[src/design/ocdc_pkg.sv]
package ocdc_pkg;

    localparam int NUM_DIV = 4;
    localparam int NUM_DRV = 4;
    localparam int SEL_W = 2;
    localparam int HALF_W = 16;
    localparam int SKEW_W = 8;

    // Printed figures for the path delay; one step maps to one pclk cycle here.
    localparam int SKEW_STEP_FS = 280;
    localparam int SKEW_RANGE_PS = 9140;
    localparam logic [SKEW_W-1:0] SKEW_BIAS = 8'h80;

    localparam logic [7:0] ADDR_CTRL = 8'h00;
    localparam logic [7:0] ADDR_XPT = 8'h04;
    localparam logic [7:0] ADDR_DIS = 8'h08;
    localparam logic [7:0] ADDR_FMT = 8'h0C;
    localparam logic [7:0] ADDR_STAT = 8'h10;
    localparam logic [3:0] PAGE_HALF = 4'h2;
    localparam logic [3:0] PAGE_SKEW = 4'h3;

    localparam int CTRL_HARD_BIT = 0;
    localparam int CTRL_SYNC_BIT = 1;
    localparam int DIS_LSB = 0;
    localparam int SYNCDIS_LSB = 4;
    localparam int PD_LSB = 8;
    localparam int FMT_W = 8;
    localparam int STAT_CLK_LSB = 4;
    localparam int STAT_PIN_BIT = 8;
    localparam int STAT_ALIGN_BIT = 9;

    localparam logic [7:0] XPT_RST = 8'hE4;
    localparam logic [11:0] DIS_RST = 12'h000;
    localparam logic [HALF_W-1:0] HALF_RST = 16'h0004;
    localparam logic [SKEW_W-1:0] SKEW_RST = 8'h00;

    typedef enum logic [1:0] {
        OCDC_DIS_LOW = 2'b00,
        OCDC_DIS_HIGH = 2'b01,
        OCDC_DIS_HIZ = 2'b10
    } ocdc_dis_e;

    typedef enum logic {
        OCDC_ALIGN_WAIT = 1'b0,
        OCDC_ALIGN_RUN = 1'b1
    } ocdc_align_e;

    typedef struct packed {
        logic [1:0] drive;
        logic inv_n;
        logic inv_p;
        logic single_ended;
        logic [1:0] dis_state;
    } ocdc_fmt_s;

    localparam ocdc_fmt_s FMT_RST = 7'h00;

    typedef struct packed {
        logic o;
        logic oe;
    } ocdc_pin_s;

endpackage

[src/design/ocdc_top.sv]
// Implementation choices: the APB slave port and the placing of the registers.
`timescale 1ns/1ps
module ocdc_top #(
    parameter logic [7:0] XPT_DEFAULT = ocdc_pkg::XPT_RST,
    parameter logic [ocdc_pkg::SKEW_W-1:0] SKEW_DEFAULT = ocdc_pkg::SKEW_RST
) (
    input wire logic pclk,
    input wire logic presetn,
    input wire logic pce,
    input wire logic psel,
    input wire logic penable,
    input wire logic pwrite,
    input wire logic [7:0] paddr,
    input wire logic [31:0] pwdata,
    input wire logic [3:0] pstrb,
    output logic [31:0] prdata,
    output logic pready,
    output logic pslverr,
    input wire logic out_disable_pin,
    output ocdc_pkg::ocdc_pin_s [ocdc_pkg::NUM_DRV-1:0] pin_p,
    output ocdc_pkg::ocdc_pin_s [ocdc_pkg::NUM_DRV-1:0] pin_n,
    output logic [ocdc_pkg::NUM_DRV-1:0][1:0] drive_sel,
    output logic [ocdc_pkg::NUM_DRV-1:0] power_down
);
    import ocdc_pkg::*;

    logic [7:0] xpt;
    logic [11:0] dis_cfg;
    ocdc_fmt_s [NUM_DRV-1:0] fmt;
    logic [NUM_DIV-1:0][HALF_W-1:0] half;
    logic [NUM_DIV-1:0][SKEW_W-1:0] skew;
    logic hard_req;
    logic align_req;
    logic [NUM_DIV-1:0] dclk;
    logic [NUM_DIV-1:0] drise;
    logic [NUM_DRV-1:0] active;

    // Bus decode.
    wire setup = psel & ~penable & ~pready;
    wire wr_go = psel & penable & pready & pwrite;
    wire [3:0] page = paddr[7:4];
    wire [1:0] idx = paddr[3:2];
    wire hit_ctrl = paddr == ADDR_CTRL;
    wire hit_xpt = paddr == ADDR_XPT;
    wire hit_dis = paddr == ADDR_DIS;
    wire hit_fmt = paddr == ADDR_FMT;
    wire hit_stat = paddr == ADDR_STAT;
    wire hit_half = (page == PAGE_HALF) & (paddr[1:0] == 2'b00);
    wire hit_skew = (page == PAGE_SKEW) & (paddr[1:0] == 2'b00);
    wire mapped = hit_ctrl | hit_xpt | hit_dis | hit_fmt | hit_stat | hit_half | hit_skew;
    wire [31:0] lane = {{8{pstrb[3]}}, {8{pstrb[2]}}, {8{pstrb[1]}}, {8{pstrb[0]}}};
    wire [31:0] wd = pwdata & lane;
    wire [31:0] keep = ~lane;
    wire [31:0] fmt_word = {1'b0, fmt[3], 1'b0, fmt[2], 1'b0, fmt[1], 1'b0, fmt[0]};

    wire [31:0] stat_word = {22'h0, align_req, out_disable_pin, dclk, active};

    logic [31:0] rd_mux;
    always_comb begin
        rd_mux = 32'h00000000;
        if (hit_xpt) begin
            rd_mux = {24'h000000, xpt};
        end else if (hit_dis) begin
            rd_mux = {20'h00000, dis_cfg};
        end else if (hit_fmt) begin
            rd_mux = fmt_word;
        end else if (hit_stat) begin
            rd_mux = stat_word;
        end else if (hit_half) begin
            rd_mux = {16'h0000, half[idx]};
        end else if (hit_skew) begin
            rd_mux = {24'h000000, skew[idx]};
        end
    end

    always_ff @(posedge pclk or negedge presetn) begin
        if (!presetn) begin
            pready <= 1'b0;
            pslverr <= 1'b0;
            prdata <= 32'h00000000;
        end else if (pce) begin
            pready <= setup;
            pslverr <= setup & ~mapped;
            prdata <= (setup & ~pwrite) ? rd_mux : 32'h00000000;
        end
    end

    // A hard reset restores the stored defaults, then realigns one cycle later
    // so that the dividers pick up the restored delays.
    wire [31:0] ctrl_in = wd & {32{wr_go & hit_ctrl}};
    always_ff @(posedge pclk or negedge presetn) begin
        if (!presetn) begin
            hard_req <= 1'b0;
            align_req <= 1'b1;
        end else if (pce) begin
            hard_req <= ctrl_in[CTRL_HARD_BIT];
            align_req <= hard_req | ctrl_in[CTRL_SYNC_BIT];
        end
    end

    always_ff @(posedge pclk or negedge presetn) begin
        if (!presetn) begin
            xpt <= XPT_DEFAULT;
            dis_cfg <= DIS_RST;
            fmt <= {NUM_DRV{FMT_RST}};
        end else if (pce) begin
            if (hard_req) begin
                xpt <= XPT_DEFAULT;
                dis_cfg <= DIS_RST;
                fmt <= {NUM_DRV{FMT_RST}};
            end else if (wr_go) begin
                if (hit_xpt) begin
                    xpt <= (xpt & keep[7:0]) | wd[7:0];
                end
                if (hit_dis) begin
                    dis_cfg <= (dis_cfg & keep[11:0]) | wd[11:0];
                end
                if (hit_fmt) begin
                    for (int i = 0; i < NUM_DRV; i++) begin
                        fmt[i] <= (fmt[i] & keep[i*FMT_W +: 7]) | wd[i*FMT_W +: 7];
                    end
                end
            end
        end
    end

    always_ff @(posedge pclk or negedge presetn) begin
        if (!presetn) begin
            half <= {NUM_DIV{HALF_RST}};
            skew <= {NUM_DIV{SKEW_DEFAULT}};
        end else if (pce) begin
            if (hard_req) begin
                half <= {NUM_DIV{HALF_RST}};
                skew <= {NUM_DIV{SKEW_DEFAULT}};
            end else if (wr_go & hit_half) begin
                half[idx] <= (half[idx] & keep[HALF_W-1:0]) | wd[HALF_W-1:0];
            end else if (wr_go & hit_skew) begin
                skew[idx] <= (skew[idx] & keep[SKEW_W-1:0]) | wd[SKEW_W-1:0];
            end
        end
    end

    // Dividers: after a realign each waits its biased delay, then runs.
    for (genvar k = 0; k < NUM_DIV; k++) begin : g_div
        ocdc_align_e state;
        logic [HALF_W-1:0] cnt;
        wire [HALF_W-1:0] reload = (half[k] == '0) ? '0 : half[k] - 1'b1;
        wire [HALF_W-1:0] wait_cnt = {8'h00, skew[k] + SKEW_BIAS};
        wire at_zero = cnt == '0;
        assign drise[k] = at_zero & ~align_req & ((state == OCDC_ALIGN_WAIT) | ~dclk[k]);
        always_ff @(posedge pclk or negedge presetn) begin
            if (!presetn) begin
                state <= OCDC_ALIGN_WAIT;
                cnt <= '0;
                dclk[k] <= 1'b0;
            end else if (pce) begin
                if (align_req) begin
                    state <= OCDC_ALIGN_WAIT;
                    cnt <= wait_cnt;
                    dclk[k] <= 1'b0;
                end else if (!at_zero) begin
                    cnt <= cnt - 1'b1;
                end else begin
                    case (state)
                        OCDC_ALIGN_WAIT: begin
                            state <= OCDC_ALIGN_RUN;
                            dclk[k] <= 1'b1;
                        end
                        OCDC_ALIGN_RUN: begin
                            dclk[k] <= ~dclk[k];
                        end
                        default: begin
                            state <= OCDC_ALIGN_WAIT;
                        end
                    endcase
                    cnt <= reload;
                end
            end
        end
    end

    // Drivers. Enabling always waits for a period boundary so that an enable
    // cannot cut a half pulse either.
    for (genvar i = 0; i < NUM_DRV; i++) begin : g_drv
        wire [SEL_W-1:0] src = xpt[i*SEL_W +: SEL_W];
        wire sclk = dclk[src];
        wire srise = drise[src];
        wire pd = dis_cfg[PD_LSB + i];
        wire want = ~out_disable_pin & ~dis_cfg[DIS_LSB + i] & ~pd;
        wire sync_dis = dis_cfg[SYNCDIS_LSB + i];
        wire drop = sync_dis ? srise : 1'b1;
        wire next_active = want ? (active[i] | srise) : (active[i] & ~drop);
        wire p_lvl = sclk ^ fmt[i].inv_p;
        wire n_lvl = fmt[i].single_ended ? sclk ^ fmt[i].inv_n : ~p_lvl;
        wire dis_hi = fmt[i].dis_state == OCDC_DIS_HIGH;
        wire dis_drv = (fmt[i].dis_state == OCDC_DIS_LOW) | dis_hi;
        always_ff @(posedge pclk or negedge presetn) begin
            if (!presetn) begin
                active[i] <= 1'b0;
                pin_p[i] <= 2'b01;
                pin_n[i] <= 2'b01;
                drive_sel[i] <= 2'b00;
                power_down[i] <= 1'b0;
            end else if (pce) begin
                active[i] <= next_active;
                drive_sel[i] <= fmt[i].drive;
                power_down[i] <= pd;
                if (active[i]) begin
                    pin_p[i] <= {p_lvl, 1'b1};
                    pin_n[i] <= {n_lvl, 1'b1};
                end else begin
                    pin_p[i] <= {dis_hi, dis_drv};
                    pin_n[i] <= {dis_hi, dis_drv};
                end
            end
        end
    end

endmodule

[config.mk]
export PLATFORM = sky130hd
export DESIGN_NAME = ocdc_top
export DESIGN_NICKNAME = d
export VERILOG_FILES = /design/src/design/ocdc_pkg.sv /design/src/design/ocdc_top.sv
export SDC_FILE = /design/constraint.sdc
export NUM_CORES = 1
export LEC_CHECK = 0
export BUFFER_PORTS_ARGS = -buffer_cell sky130_fd_sc_hd__buf_2
export CELL_PAD_IN_SITES_DETAIL_PLACEMENT = 2
export CELL_PAD_IN_SITES_GLOBAL_PLACEMENT = 2
export CORE_ASPECT_RATIO = 1.1
export CORE_MARGIN = 4
export CORE_UTILIZATION = 40
export CTS_BUF_LIST = sky130_fd_sc_hd__clkbuf_2 sky130_fd_sc_hd__clkbuf_4 sky130_fd_sc_hd__clkbuf_8
export CTS_CLUSTER_DIAMETER = 60
export DETAILED_ROUTE_END_ITERATION = 10
export PLACE_DENSITY_LB_ADDON = 0.25
export SLEW_MARGIN = 20
export SYNTH_ARGS = -nofsm -noshare
export SYNTH_HDL_FRONTEND = slang
export SYNTH_SLANG_ARGS = --single-unit
[constraint.sdc]
create_clock -name pclk -period 3.2 [get_ports pclk]
set_clock_uncertainty 0.1 [all_clocks]
set_input_delay 0.32 -clock pclk [delete_from_list [all_inputs] [get_ports pclk]]
set_output_delay 0.32 -clock pclk [all_outputs]
set_load 0.005 [all_outputs]
==> results.sh, run 1 <==
export IMPL_hold_path_class="primary input to flip-flop"
export IMPL_ys_types=83
export IMPL_dieHeight_um=218.1
export IMPL_fin_crit_ps=2883
export IMPL_vias=15680
export IMPL_arrival_ps=3300
export IMPL_synth_area_per_cell_sq_um=9.111
export IMPL_start_util_pct=40.78
export IMPL_cp_required_ps=3620
export IMPL_synth_top_family_by_area="compound AO/OA/AOI/OAI gates"
export IMPL_pwr_density_cell_mw_per_mm2=503.5
export IMPL_routabilityCongestion=0.9311
export IMPL_drv_cap=0
export IMPL_dieArea_sq_mm=0.04341
export IMPL_ff2ff_setup_slack_ps=320
export IMPL_dp_cells=2335
export IMPL_drtIter0Drc=1247
export IMPL_vias_per_cell=6.380
export IMPL_timing_setup_tns_ps=0
export IMPL_portBuffers=108
export IMPL_min_from="pwdata[1]"
export IMPL_finalHoldViolCount=0
export IMPL_crit_type="flip-flop to flip-flop"
export IMPL_holdPathEnd="align_req"
export IMPL_cp_slowest_cell="nor4_2"
export IMPL_rsz0062_at_grt="false"
export IMPL_grt_pass1_wl_um=107900
export IMPL_p_leak_nw=8.170
export IMPL_slew_viol_final=0
export IMPL_layout_cells_non_filler=2458
export IMPL_critPathMaxFanout=5
export IMPL_grtUsageTotal_pct=32.37
export IMPL_cts_buffers=52
export IMPL_synthFlopType="dfrtp_1"
export IMPL_run_status="finished clean"
export IMPL_die_w_um=199.0
export IMPL_antenna_found_initial=1
export IMPL_async_reset_ff_share_pct=100.0
export IMPL_cts_buffer_depth=3
export IMPL_cts_htree_levels=2
export IMPL_period_share_pct=90.10
export IMPL_rr_startpoint="g_div[2].cnt[6]"
export IMPL_ys_seq_area_share_pct=43.43
export IMPL_wl_per_cell_um=28.84
export IMPL_wirelength_um=70900
export IMPL_setup_viol=0
export IMPL_startpoint_type="flip-flop"
export IMPL_dr_pass1_iters=5
export IMPL_dp_hpwl_um=48920
export IMPL_drc=0
export IMPL_postCtsSetupBuffers=0
export IMPL_final_common_cell="nand2_1"
export IMPL_clk_pin_slew_ps=60
export IMPL_netlist_area_leader_share_pct=41.31
export IMPL_end_kind="flip-flop"
export IMPL_grt_max_degree=86
export IMPL_worstMarginPinSlew_ps=933.4
export IMPL_rows=76
export IMPL_hold_path_depth=4
export IMPL_ant_nets=0
export IMPL_synth_simple_area_share_pct=20.25
export IMPL_synth_area_sq_mm=0.01605
export IMPL_grt_pass1_vias=17120
export IMPL_ios=113
export IMPL_ys_seq_elements=278
export IMPL_synth_compound_gate_area_share_pct=20.95
export IMPL_ys_warn_count=0
export IMPL_fin_nets=1973
export IMPL_crit_top_cell="a2111o_1"
export IMPL_final_cell_mix="nand2_1, dfrtp_1, nor2_1, o21ai_0, buf_2"
export IMPL_cts_root_buf="clkbuf_8"
export IMPL_drive_gt1_share_pct=18.21
export IMPL_fmax_mhz=346.8
export IMPL_cts_tree="built"
export IMPL_synth_edff_count=0
export IMPL_clock_sinks=278
export IMPL_overflow=0
export IMPL_r2r_cells=6
export IMPL_synth_area_leaders="dfrtp_1, nand2_1, o21ai_0, mux4_2, nor2_1"
export IMPL_synth_xor_area_share_pct=3.655
export IMPL_synth_area_leader_cell="dfrtp_1"
export IMPL_synthAdderAreaFrac_pct=0.9352
export IMPL_slowest_delay_ps=510
export IMPL_clock_latency_ps=660
export IMPL_max_slew_margin_pct=37.77
export IMPL_area_growth_pct=16.67
export IMPL_synthMuxAreaShare_pct=7.069
export IMPL_core_area_sq_mm=0.03937
export IMPL_crit_chain="nor4_2 > nand2_1 > a2111o_1 > o31ai_1 > o22ai_1 > a2111o_1"
export IMPL_synthCells=1762
export IMPL_ir_drop_mv=0.2636
export IMPL_r2r_end="active[2]"
[synth_stat cells, types with 31 or more instances]
library cell,n
a21oi_1,103
clkbuf_1,73
dfrtp_1,265
mux2i_1,38
nand2_1,267
nand3_1,31
nor2_1,144
nor3_1,65
nor4_1,35
o21ai_0,144
o2bb2ai_1,54
xnor2_1,33
xor2_1,34
[sequential cells by signal, summed over array words and instances, names as in the netlist]
name,cells
xpt,8
active,4
prdata,30
pin_p,8
dis_cfg,12
power_down,4
g_div.state,4
pready,1
half,64
drive_sel,8
g_div.cnt,64
pin_n,4
hard_req,1
dclk,4
skew,32
align_req,1
pslverr,1
fmt,28
[cell families (layout without fill, tap and decap cells)]
kind of cell / after synthesis / count (layout)
adder cells (fa/ha/maj): 12 / 12
other: 1 / 3
multiplexers: 79 / 79
AO/OA/AOI/OAI: 507 / 507
flip-flops: 278 / 278
buffers and inverters: 143 / 330
AND/OR/NAND/NOR: 675 / 675
XOR/XNOR: 67 / 67
[worst max-delay path: cells and delay by family, from the launching register on]
kind / cells / cell delay (ps)
compound gates: 4 / 1460
simple gates: 2 / 770
flops: 1 / 430
[metrics by stage]
step	total power [mW]	worst slack (ps)	area, sq um	utilization, %	hold WS (ps)
2_1_floorplan	5.066	676.1	16060	-	-75.59
3_3_place_gp	5.549	186.9	17330	44.03	203.7
3_5_place_dp	5.665	229.3	17330	44.03	206.8
4_1_cts	9.431	187.2	18710	47.52	4.063
5_1_grt	9.844	128.6	18730	47.57	26.37
6_report	9.430	316.7	18730	47.58	42.36
[how the worst max path moves through the flow]
stage                          from               to  depth (start not counted)
finish              g_div[2].cnt[6]        active[2]                          6
floorplan                  half[16]  g_div[1].cnt[4]                          8
detailed placement         half[41]  g_div[2].cnt[0]                          6
CTS                        half[41]  g_div[2].cnt[0]                          6
global route        g_div[2].cnt[0]  g_div[2].cnt[4]                          9
global placement           half[41]  g_div[2].cnt[0]                          6
[report_power, final]
part           leakage, nW  switching, mW  total [mW]  internal, mW
logic                 4.09          0.978        1.60         0.623
registers             3.49          0.344        4.09          3.74
clock network        0.589           1.70        3.74          2.05
total                 8.17           3.02        9.43          6.41
[routing by layer]
metal  GRT usage, %  vias to the layer above  share of wire [%]
li1               -                     6769                  -
met1          41.18                     8164                 41
met2          53.29                      568                 49
met3          7.478                      179                6.7
met4          13.20                        2                4.1
met5              0                        -              0.017
[repair_timing]
action                                 CTS  global route
setup endpoints to repair                0             1
endpoints found under the hold margin   97             0
hold buffers                            28             0
gates resized for setup                  0             1
[final cells by class]
type,instances,area [sq um]
inverters,30,113.9
repair buffers,206,1396
fillers,4211,20640
clock buffers,85,1039
diodes,1,2.502
well taps,507,634.4
flip-flops and latches,278,6973
clock inverters,9,55.05
multi-input cells,1342,8517
Power figures use the tool's default switching activity.
==> inputs of run 2 (changes only) <==
CELL_PAD_IN_SITES_DETAIL_PLACEMENT = 1   (was 2)
CORE_UTILIZATION = 43   (was 40)
clock period = 3.35 ns   (was 3.2 ns; I/O delays follow)
==> run 2 against run 1 <==
  * Die area is 6.7% lower
  * Combinational power decreased by 9%
  * Register-to-register slack improved by 200 ps
  * Sequential share of layout area about the same
  * Routed wire length is 14% lower
  * Largest power group unchanged
  * Highest routed layer is now met4
==> results.sh, run 2 (same netlist as run 1, synthesis figures left out) <==
export IMPL_drive_gt1_share_pct=17.93
export IMPL_grtUsageTotal_pct=30.09
export IMPL_p_int_mw=6.230
export IMPL_arrival_ps=3230
export IMPL_final_cell_mix="nand2_1, dfrtp_1, nor2_1, o21ai_0, buf_2"
export IMPL_dp_hpwl_um=44490
export IMPL_swShare_pct=30.68
export IMPL_run_status="finished clean"
export IMPL_register_area_sq_mm=0.006973
export IMPL_period_share_pct=84.68
export IMPL_rows=73
export IMPL_multi_input_comb_area_sq_mm=0.008503
export IMPL_cp_slowest_cell="nor4_2"
export IMPL_critPathMaxFanout=5
export IMPL_fin_nets=1968
export IMPL_cp_num_buf_inv=0
export IMPL_overflow=0
export IMPL_max_slew_margin_pct=26.11
export IMPL_hold_path_class="primary input to flip-flop"
export IMPL_fin_crit_ps=2837
export IMPL_drc=0
export IMPL_setup_viol=0
export IMPL_grt_pass1_vias=15690
export IMPL_worstMarginPinSlew_ps=1108
export IMPL_p_leak_nw=8.159
export IMPL_dr_pass1_iters=5
export IMPL_final_common_cell="nand2_1"
export IMPL_slew_viol_final=0
export IMPL_start_util_pct=43.94
export IMPL_cts_buffers=52
export IMPL_pwr_density_cell_mw_per_mm2=480.2
export IMPL_pwr_share_clk_pct=40.6
export IMPL_fin_area_sq_mm=0.01871
export IMPL_slowest_delay_ps=540
export IMPL_cts_htree_levels=2
export IMPL_grt_max_degree=75
export IMPL_wl_per_cell_um=25.08
export IMPL_cts_buffer_depth=3
export IMPL_ios=113
export IMPL_crit_top_cell="a2111o_1"
export IMPL_timing_setup_tns_ps=0
export IMPL_drv_cap=0
export IMPL_clock_sinks=278
export IMPL_crit_chain="nor4_2 > nand2_1 > a2111o_1 > o31ai_1 > o22ai_1 > a2111o_1"
export IMPL_clk_pin_slew_ps=70
export IMPL_seq_power_share_pct=43.3
export IMPL_fin_hold_ws_ps=61.61
export IMPL_end_kind="flip-flop"
export IMPL_ir_drop_mv=0.3191
export IMPL_dieHeight_um=210.7
export IMPL_crit_family="compound AO/OA/AOI/OAI gates"
export IMPL_drtIter0Drc=1118
export IMPL_vias=15080
export IMPL_antenna_found_initial=1
export IMPL_cp_required_ps=3740
export IMPL_power_switching_mw=2.758
export IMPL_grt_pass1_wl_um=94540
export IMPL_finalHoldViolCount=0
export IMPL_startpoint_type="flip-flop"
export IMPL_die_w_um=192.2
export IMPL_postPlaceCellArea_sq_mm=0.01726
export IMPL_ant_nets=0
export IMPL_fmax_mhz=352.5
export IMPL_clock_latency_ps=640
export IMPL_combPwrFrac_pct=16.2
export IMPL_top_regs="g_div.cnt x64, half x64, skew x32"
export IMPL_dieArea_sq_mm=0.04049
export IMPL_rsz0062_at_grt="false"
export IMPL_vias_per_cell=6.191
export IMPL_area_growth_pct=16.57
export IMPL_routabilityCongestion=0.9498
export IMPL_portBuffers=108
export IMPL_wirelength_um=61090
export IMPL_core_area_sq_mm=0.03654
export IMPL_nFillCells=4274
export IMPL_cts_tree="built"
export IMPL_crit_type="flip-flop to flip-flop"
export IMPL_cts_root_buf="clkbuf_8"
[run 2: cell types whose count changed in the layout (fill, tap and decap cells not counted)]
cell,change
buf_4,-7
bufinv_16,+2
clkbuf_4,-9
clkbuf_8,+2
clkinv_2,+7
clkinv_4,-1
clkinvlp_4,+2
diode_2,+1
dlygate4sd3_1,+2
inv_6,-1
nor4_1,+1
nor4_2,-1
o21ai_2,+1
o21ai_4,-1
[run 2: final timing paths]
path	start	end	slack [ps]	cells past startpoint
worst max-delay path	g_div[2].cnt[6]	active[2]	510	6
worst min-delay path	pstrb[0]	xpt[2]	60	3
worst max register to register	g_div[2].cnt[6]	active[2]	510	6
worst min register to register	prdata[12]	prdata[12]	390	1
max in group asynchronous	presetn	g_div[1].state	1930	3
min in group asynchronous	presetn	g_div[0].cnt[12]	180	2
[run 2: layout make-up]
cell class | instances | share of cell area, %
Timing Repair Buffer | 201 | 7.288
Clock inverter | 18 | 0.7889
Antenna cell | 2 | 0.02674
Clock buffer | 78 | 5.335
Inverter | 30 | 0.6084
Sequential cell | 278 | 37.26
Multi-Input combinational cell | 1342 | 45.44
Tap cell | 487 | 3.256
[run 2: timing repair]
| item | CTS | global route |
|---|---|---|
| buffers inserted | 0 | 0 |
| endpoints found under the setup margin | 0 | 0 |
| hold endpoints to repair | 111 | 0 |
| resized for setup | 0 | 0 |
| hold buffers | 30 | 0 |
[run 2: power by group through the flow]
| stage | clock [mW] | combinational [mW] | sequential [mW] |
|---|---|---|---|
| detailed placement | 0 | 1.41 | 3.94 |
| CTS | 3.71 | 1.45 | 3.88 |
| floorplan | 0 | 1.00 | 3.84 |
| global placement | 0 | 1.37 | 3.92 |
| global route | 3.87 | 1.63 | 3.93 |
| finish | 3.64 | 1.45 | 3.89 |
[run 2: tightest hold or removal path, stage by stage]
cell and delay (ps):
buf_2 200, nor3_1 200, nor3_1 60
[run 2: metal layers]
layer / track usage (%) / vias to the layer above / part of all wire, %
li1: - / 6775 / -
met4: 11.31 / 0 / 3.9
met1: 41.17 / 7634 / 43
met5: 0.3606 / - / 0
met2: 47.11 / 538 / 46
met3: 6.496 / 135 / 7.2
[run 2: stage by stage]
| step | instances | util (%) | setup slack, ps | total power [mW] |
|---|---|---|---|---|
| after floorplan | 1763 | - | 826.1 | 4.839 |
| after global placement | 2308 | 47.23 | 556.6 | 5.288 |
| after CTS | 2434 | 51.19 | 519.4 | 9.043 |
| after global routing | 2434 | 51.21 | 396.0 | 9.427 |
| final | 2436 | 51.22 | 513.2 | 8.987 |
| after detailed placement | 2308 | 47.23 | 542.3 | 5.353 |
==> inputs of run 3 (changes only) <==
CORE_UTILIZATION = 36   (was 43)
clock period = 2.5 ns   (was 3.35 ns; I/O delays follow)
==> run 3 against run 2 <==
  * The flow now finishes with violations (setup timing)
  * Via count grew 3.3%
  * Routed wire length up 5.6%
  * Largest cell class unchanged
  * Cell area up 7.5%
  * Combinational power is 61% higher
  * Clock-buffer cell count rose by 9
  * Sequential cell count unchanged
  * Critical path type unchanged
  * Critical path depth increased by 1
  * Worst setup slack lost 530 ps
  * Sequential share of layout area down 2.6 points
==> results.sh, run 3 (same netlist as run 1, synthesis figures left out) <==
export IMPL_antenna_found_initial=0
export IMPL_cts_htree_levels=2
export IMPL_drv_cap=0
export IMPL_violations="setup timing"
export IMPL_finalHoldViolCount=0
export IMPL_setup_viol=1
export IMPL_clock_sinks=278
export IMPL_cts_tree="built"
export IMPL_fmax_mhz=397.8
export IMPL_ios=113
export IMPL_postPlaceCellArea_sq_mm=0.01834
export IMPL_ir_drop_mv=0.3621
export IMPL_grt_pass1_wl_um=98790
export IMPL_antennaDiodeCount=0
export IMPL_critPathMaxFanout=6
export IMPL_max_slew_margin_pct=47.72
export IMPL_cp_required_ps=2930
export IMPL_cts_buffers=52
export IMPL_slew_viol_final=0
export IMPL_final_common_cell="nand2_1"
export IMPL_end_kind="flip-flop"
export IMPL_crit_chain="or4_4 > buf_4 > or4b_4 > a311oi_4 > nand2_2 > a2bb2oi_1 > o31ai_1"
export IMPL_wirelength_um=64540
export IMPL_grt_pass1_vias=15970
export IMPL_drtIter0Drc=952
export IMPL_wl_per_cell_um=24.44
export IMPL_dieArea_sq_mm=0.04804
export IMPL_vias_per_cell=5.898
export IMPL_grtUsageTotal_pct=26.20
export IMPL_routabilityCongestion=0.9123
export IMPL_grt_max_degree=97
export IMPL_dr_pass1_iters=5
export IMPL_area_growth_pct=25.29
export IMPL_crit_type="flip-flop to flip-flop"
export IMPL_rows=80
export IMPL_die_w_um=209.3
export IMPL_cts_buffer_depth=3
export IMPL_hold_path_depth=3
export IMPL_rr_startpoint="g_div[0].cnt[7]"
export IMPL_p_leak_nw=8.876
export IMPL_overflow=0
export IMPL_fin_nets=2088
export IMPL_drc=0
export IMPL_core_area_sq_mm=0.04374
export IMPL_final_util_pct=45.98
export IMPL_dp_cells=2501
export IMPL_portBuffers=108
export IMPL_worstMarginPinSlew_ps=781.6
export IMPL_top_regs="g_div.cnt x64, half x64, skew x32"
export IMPL_worst_slack_ps=-14.01
export IMPL_clk_pin_slew_ps=60
export IMPL_vias=15580
export IMPL_ff2ff_setup_slack_ps=-10
export IMPL_hold_path_class="primary input to flip-flop"
export IMPL_fin_crit_ps=2514
export IMPL_clock_latency_ps=640
export IMPL_pwr_density_cell_mw_per_mm2=629.8
export IMPL_rsz0062_at_grt="true"
export IMPL_final_cell_mix="nand2_1, dfrtp_1, buf_4, nor2_1, o21ai_0"
export IMPL_arrival_ps=2940
export IMPL_start_util_pct=36.70
export IMPL_layout_cells_non_filler=2641
export IMPL_dieHeight_um=229.5
export IMPL_fin_area_sq_mm=0.02011
export IMPL_slowest_delay_ps=570
export IMPL_r2r_end="g_div[0].cnt[8]"
export IMPL_startpoint_type="flip-flop"
export IMPL_min_from="pwdata[4]"
export IMPL_dp_hpwl_um=47870
export IMPL_drive_gt1_share_pct=23.27
export IMPL_cts_root_buf="clkbuf_8"
export IMPL_period_share_pct=100.6
export IMPL_holdPathEnd="xpt[4]"
export IMPL_run_status="finished with violations"
export IMPL_ant_nets=0
export IMPL_cp_slowest_cell="or4_4"
export IMPL_r2r_cells=7
==> run 3: worst max path at each step <==
stage	from	to	slack (ps)	cells past startpoint
after floorplan	g_div[0].cnt[7]	g_div[0].cnt[8]	140	6
after global placement	half[41]	g_div[2].cnt[0]	-340	6
after detailed placement	half[41]	g_div[2].cnt[5]	-360	7
after CTS	g_div[0].cnt[7]	g_div[0].cnt[0]	-2	7
after global routing	g_div[0].cnt[7]	g_div[0].cnt[6]	-100	7
final	g_div[0].cnt[7]	g_div[0].cnt[8]	-10	7
==> run 3: final cells by class <==
cell class | count | area, sq um
Tap cell | 574 | 718.2
Multi-Input combinational cell | 1342 | 8631
Fill cell | 4978 | 23630
Clock buffer | 87 | 1079
Sequential cell | 278 | 6974
Timing Repair Buffer | 321 | 2475
Clock inverter | 9 | 123.9
Inverter | 30 | 113.9
==> run 3: through the flow <==
stage	setup TNS (ps)	worst slack (ps)	power [mW]	hold slack, ps
6_report	-14.01	-14.01	12.67	38.91
5_1_grt	-500.3	-98.30	13.27	53.12
2_1_floorplan	0	136.6	6.484	-145.6
3_3_place_gp	-3633	-338.1	7.357	4.578
3_5_place_dp	-3886	-364.1	7.446	4.383
4_1_cts	-1.823	-1.823	12.71	1.298
==> run 3: timing repair <==
item	CTS	global route
endpoints found under the hold margin	344	0
endpoints found under the setup margin	17	38
hold buffers	41	0
cloned	0	0
setup buffers	0	3
pin swaps	0	7
gates resized for setup	4	25
==> run 3: power breakdown <==
| group | internal, mW | switching, mW |
|---|---|---|
| combinational | 1.02 | 1.32 |
| sequential | 4.79 | 0.363 |
| clock | 3.02 | 2.15 |
==> run 3: critical path: cells and delay by family (launching register included) <==
kind / cells / cell delay [ps]
flip-flops: 1 / 380
buffers and inverters: 1 / 160
AO/OA/AOI/OAI: 3 / 520
AND/OR/NAND/NOR: 3 / 1260
==> run 3: per-layer routing <==
layer / vias to the layer above / track usage (%) / wire (um)
met5: - / 0 / 0
met4: 0 / 7.995 / 2177
met3: 102 / 5.159 / 3817
met2: 466 / 41.97 / 29880
met1: 8000 / 36.03 / 28660
li1: 7009 / - / -
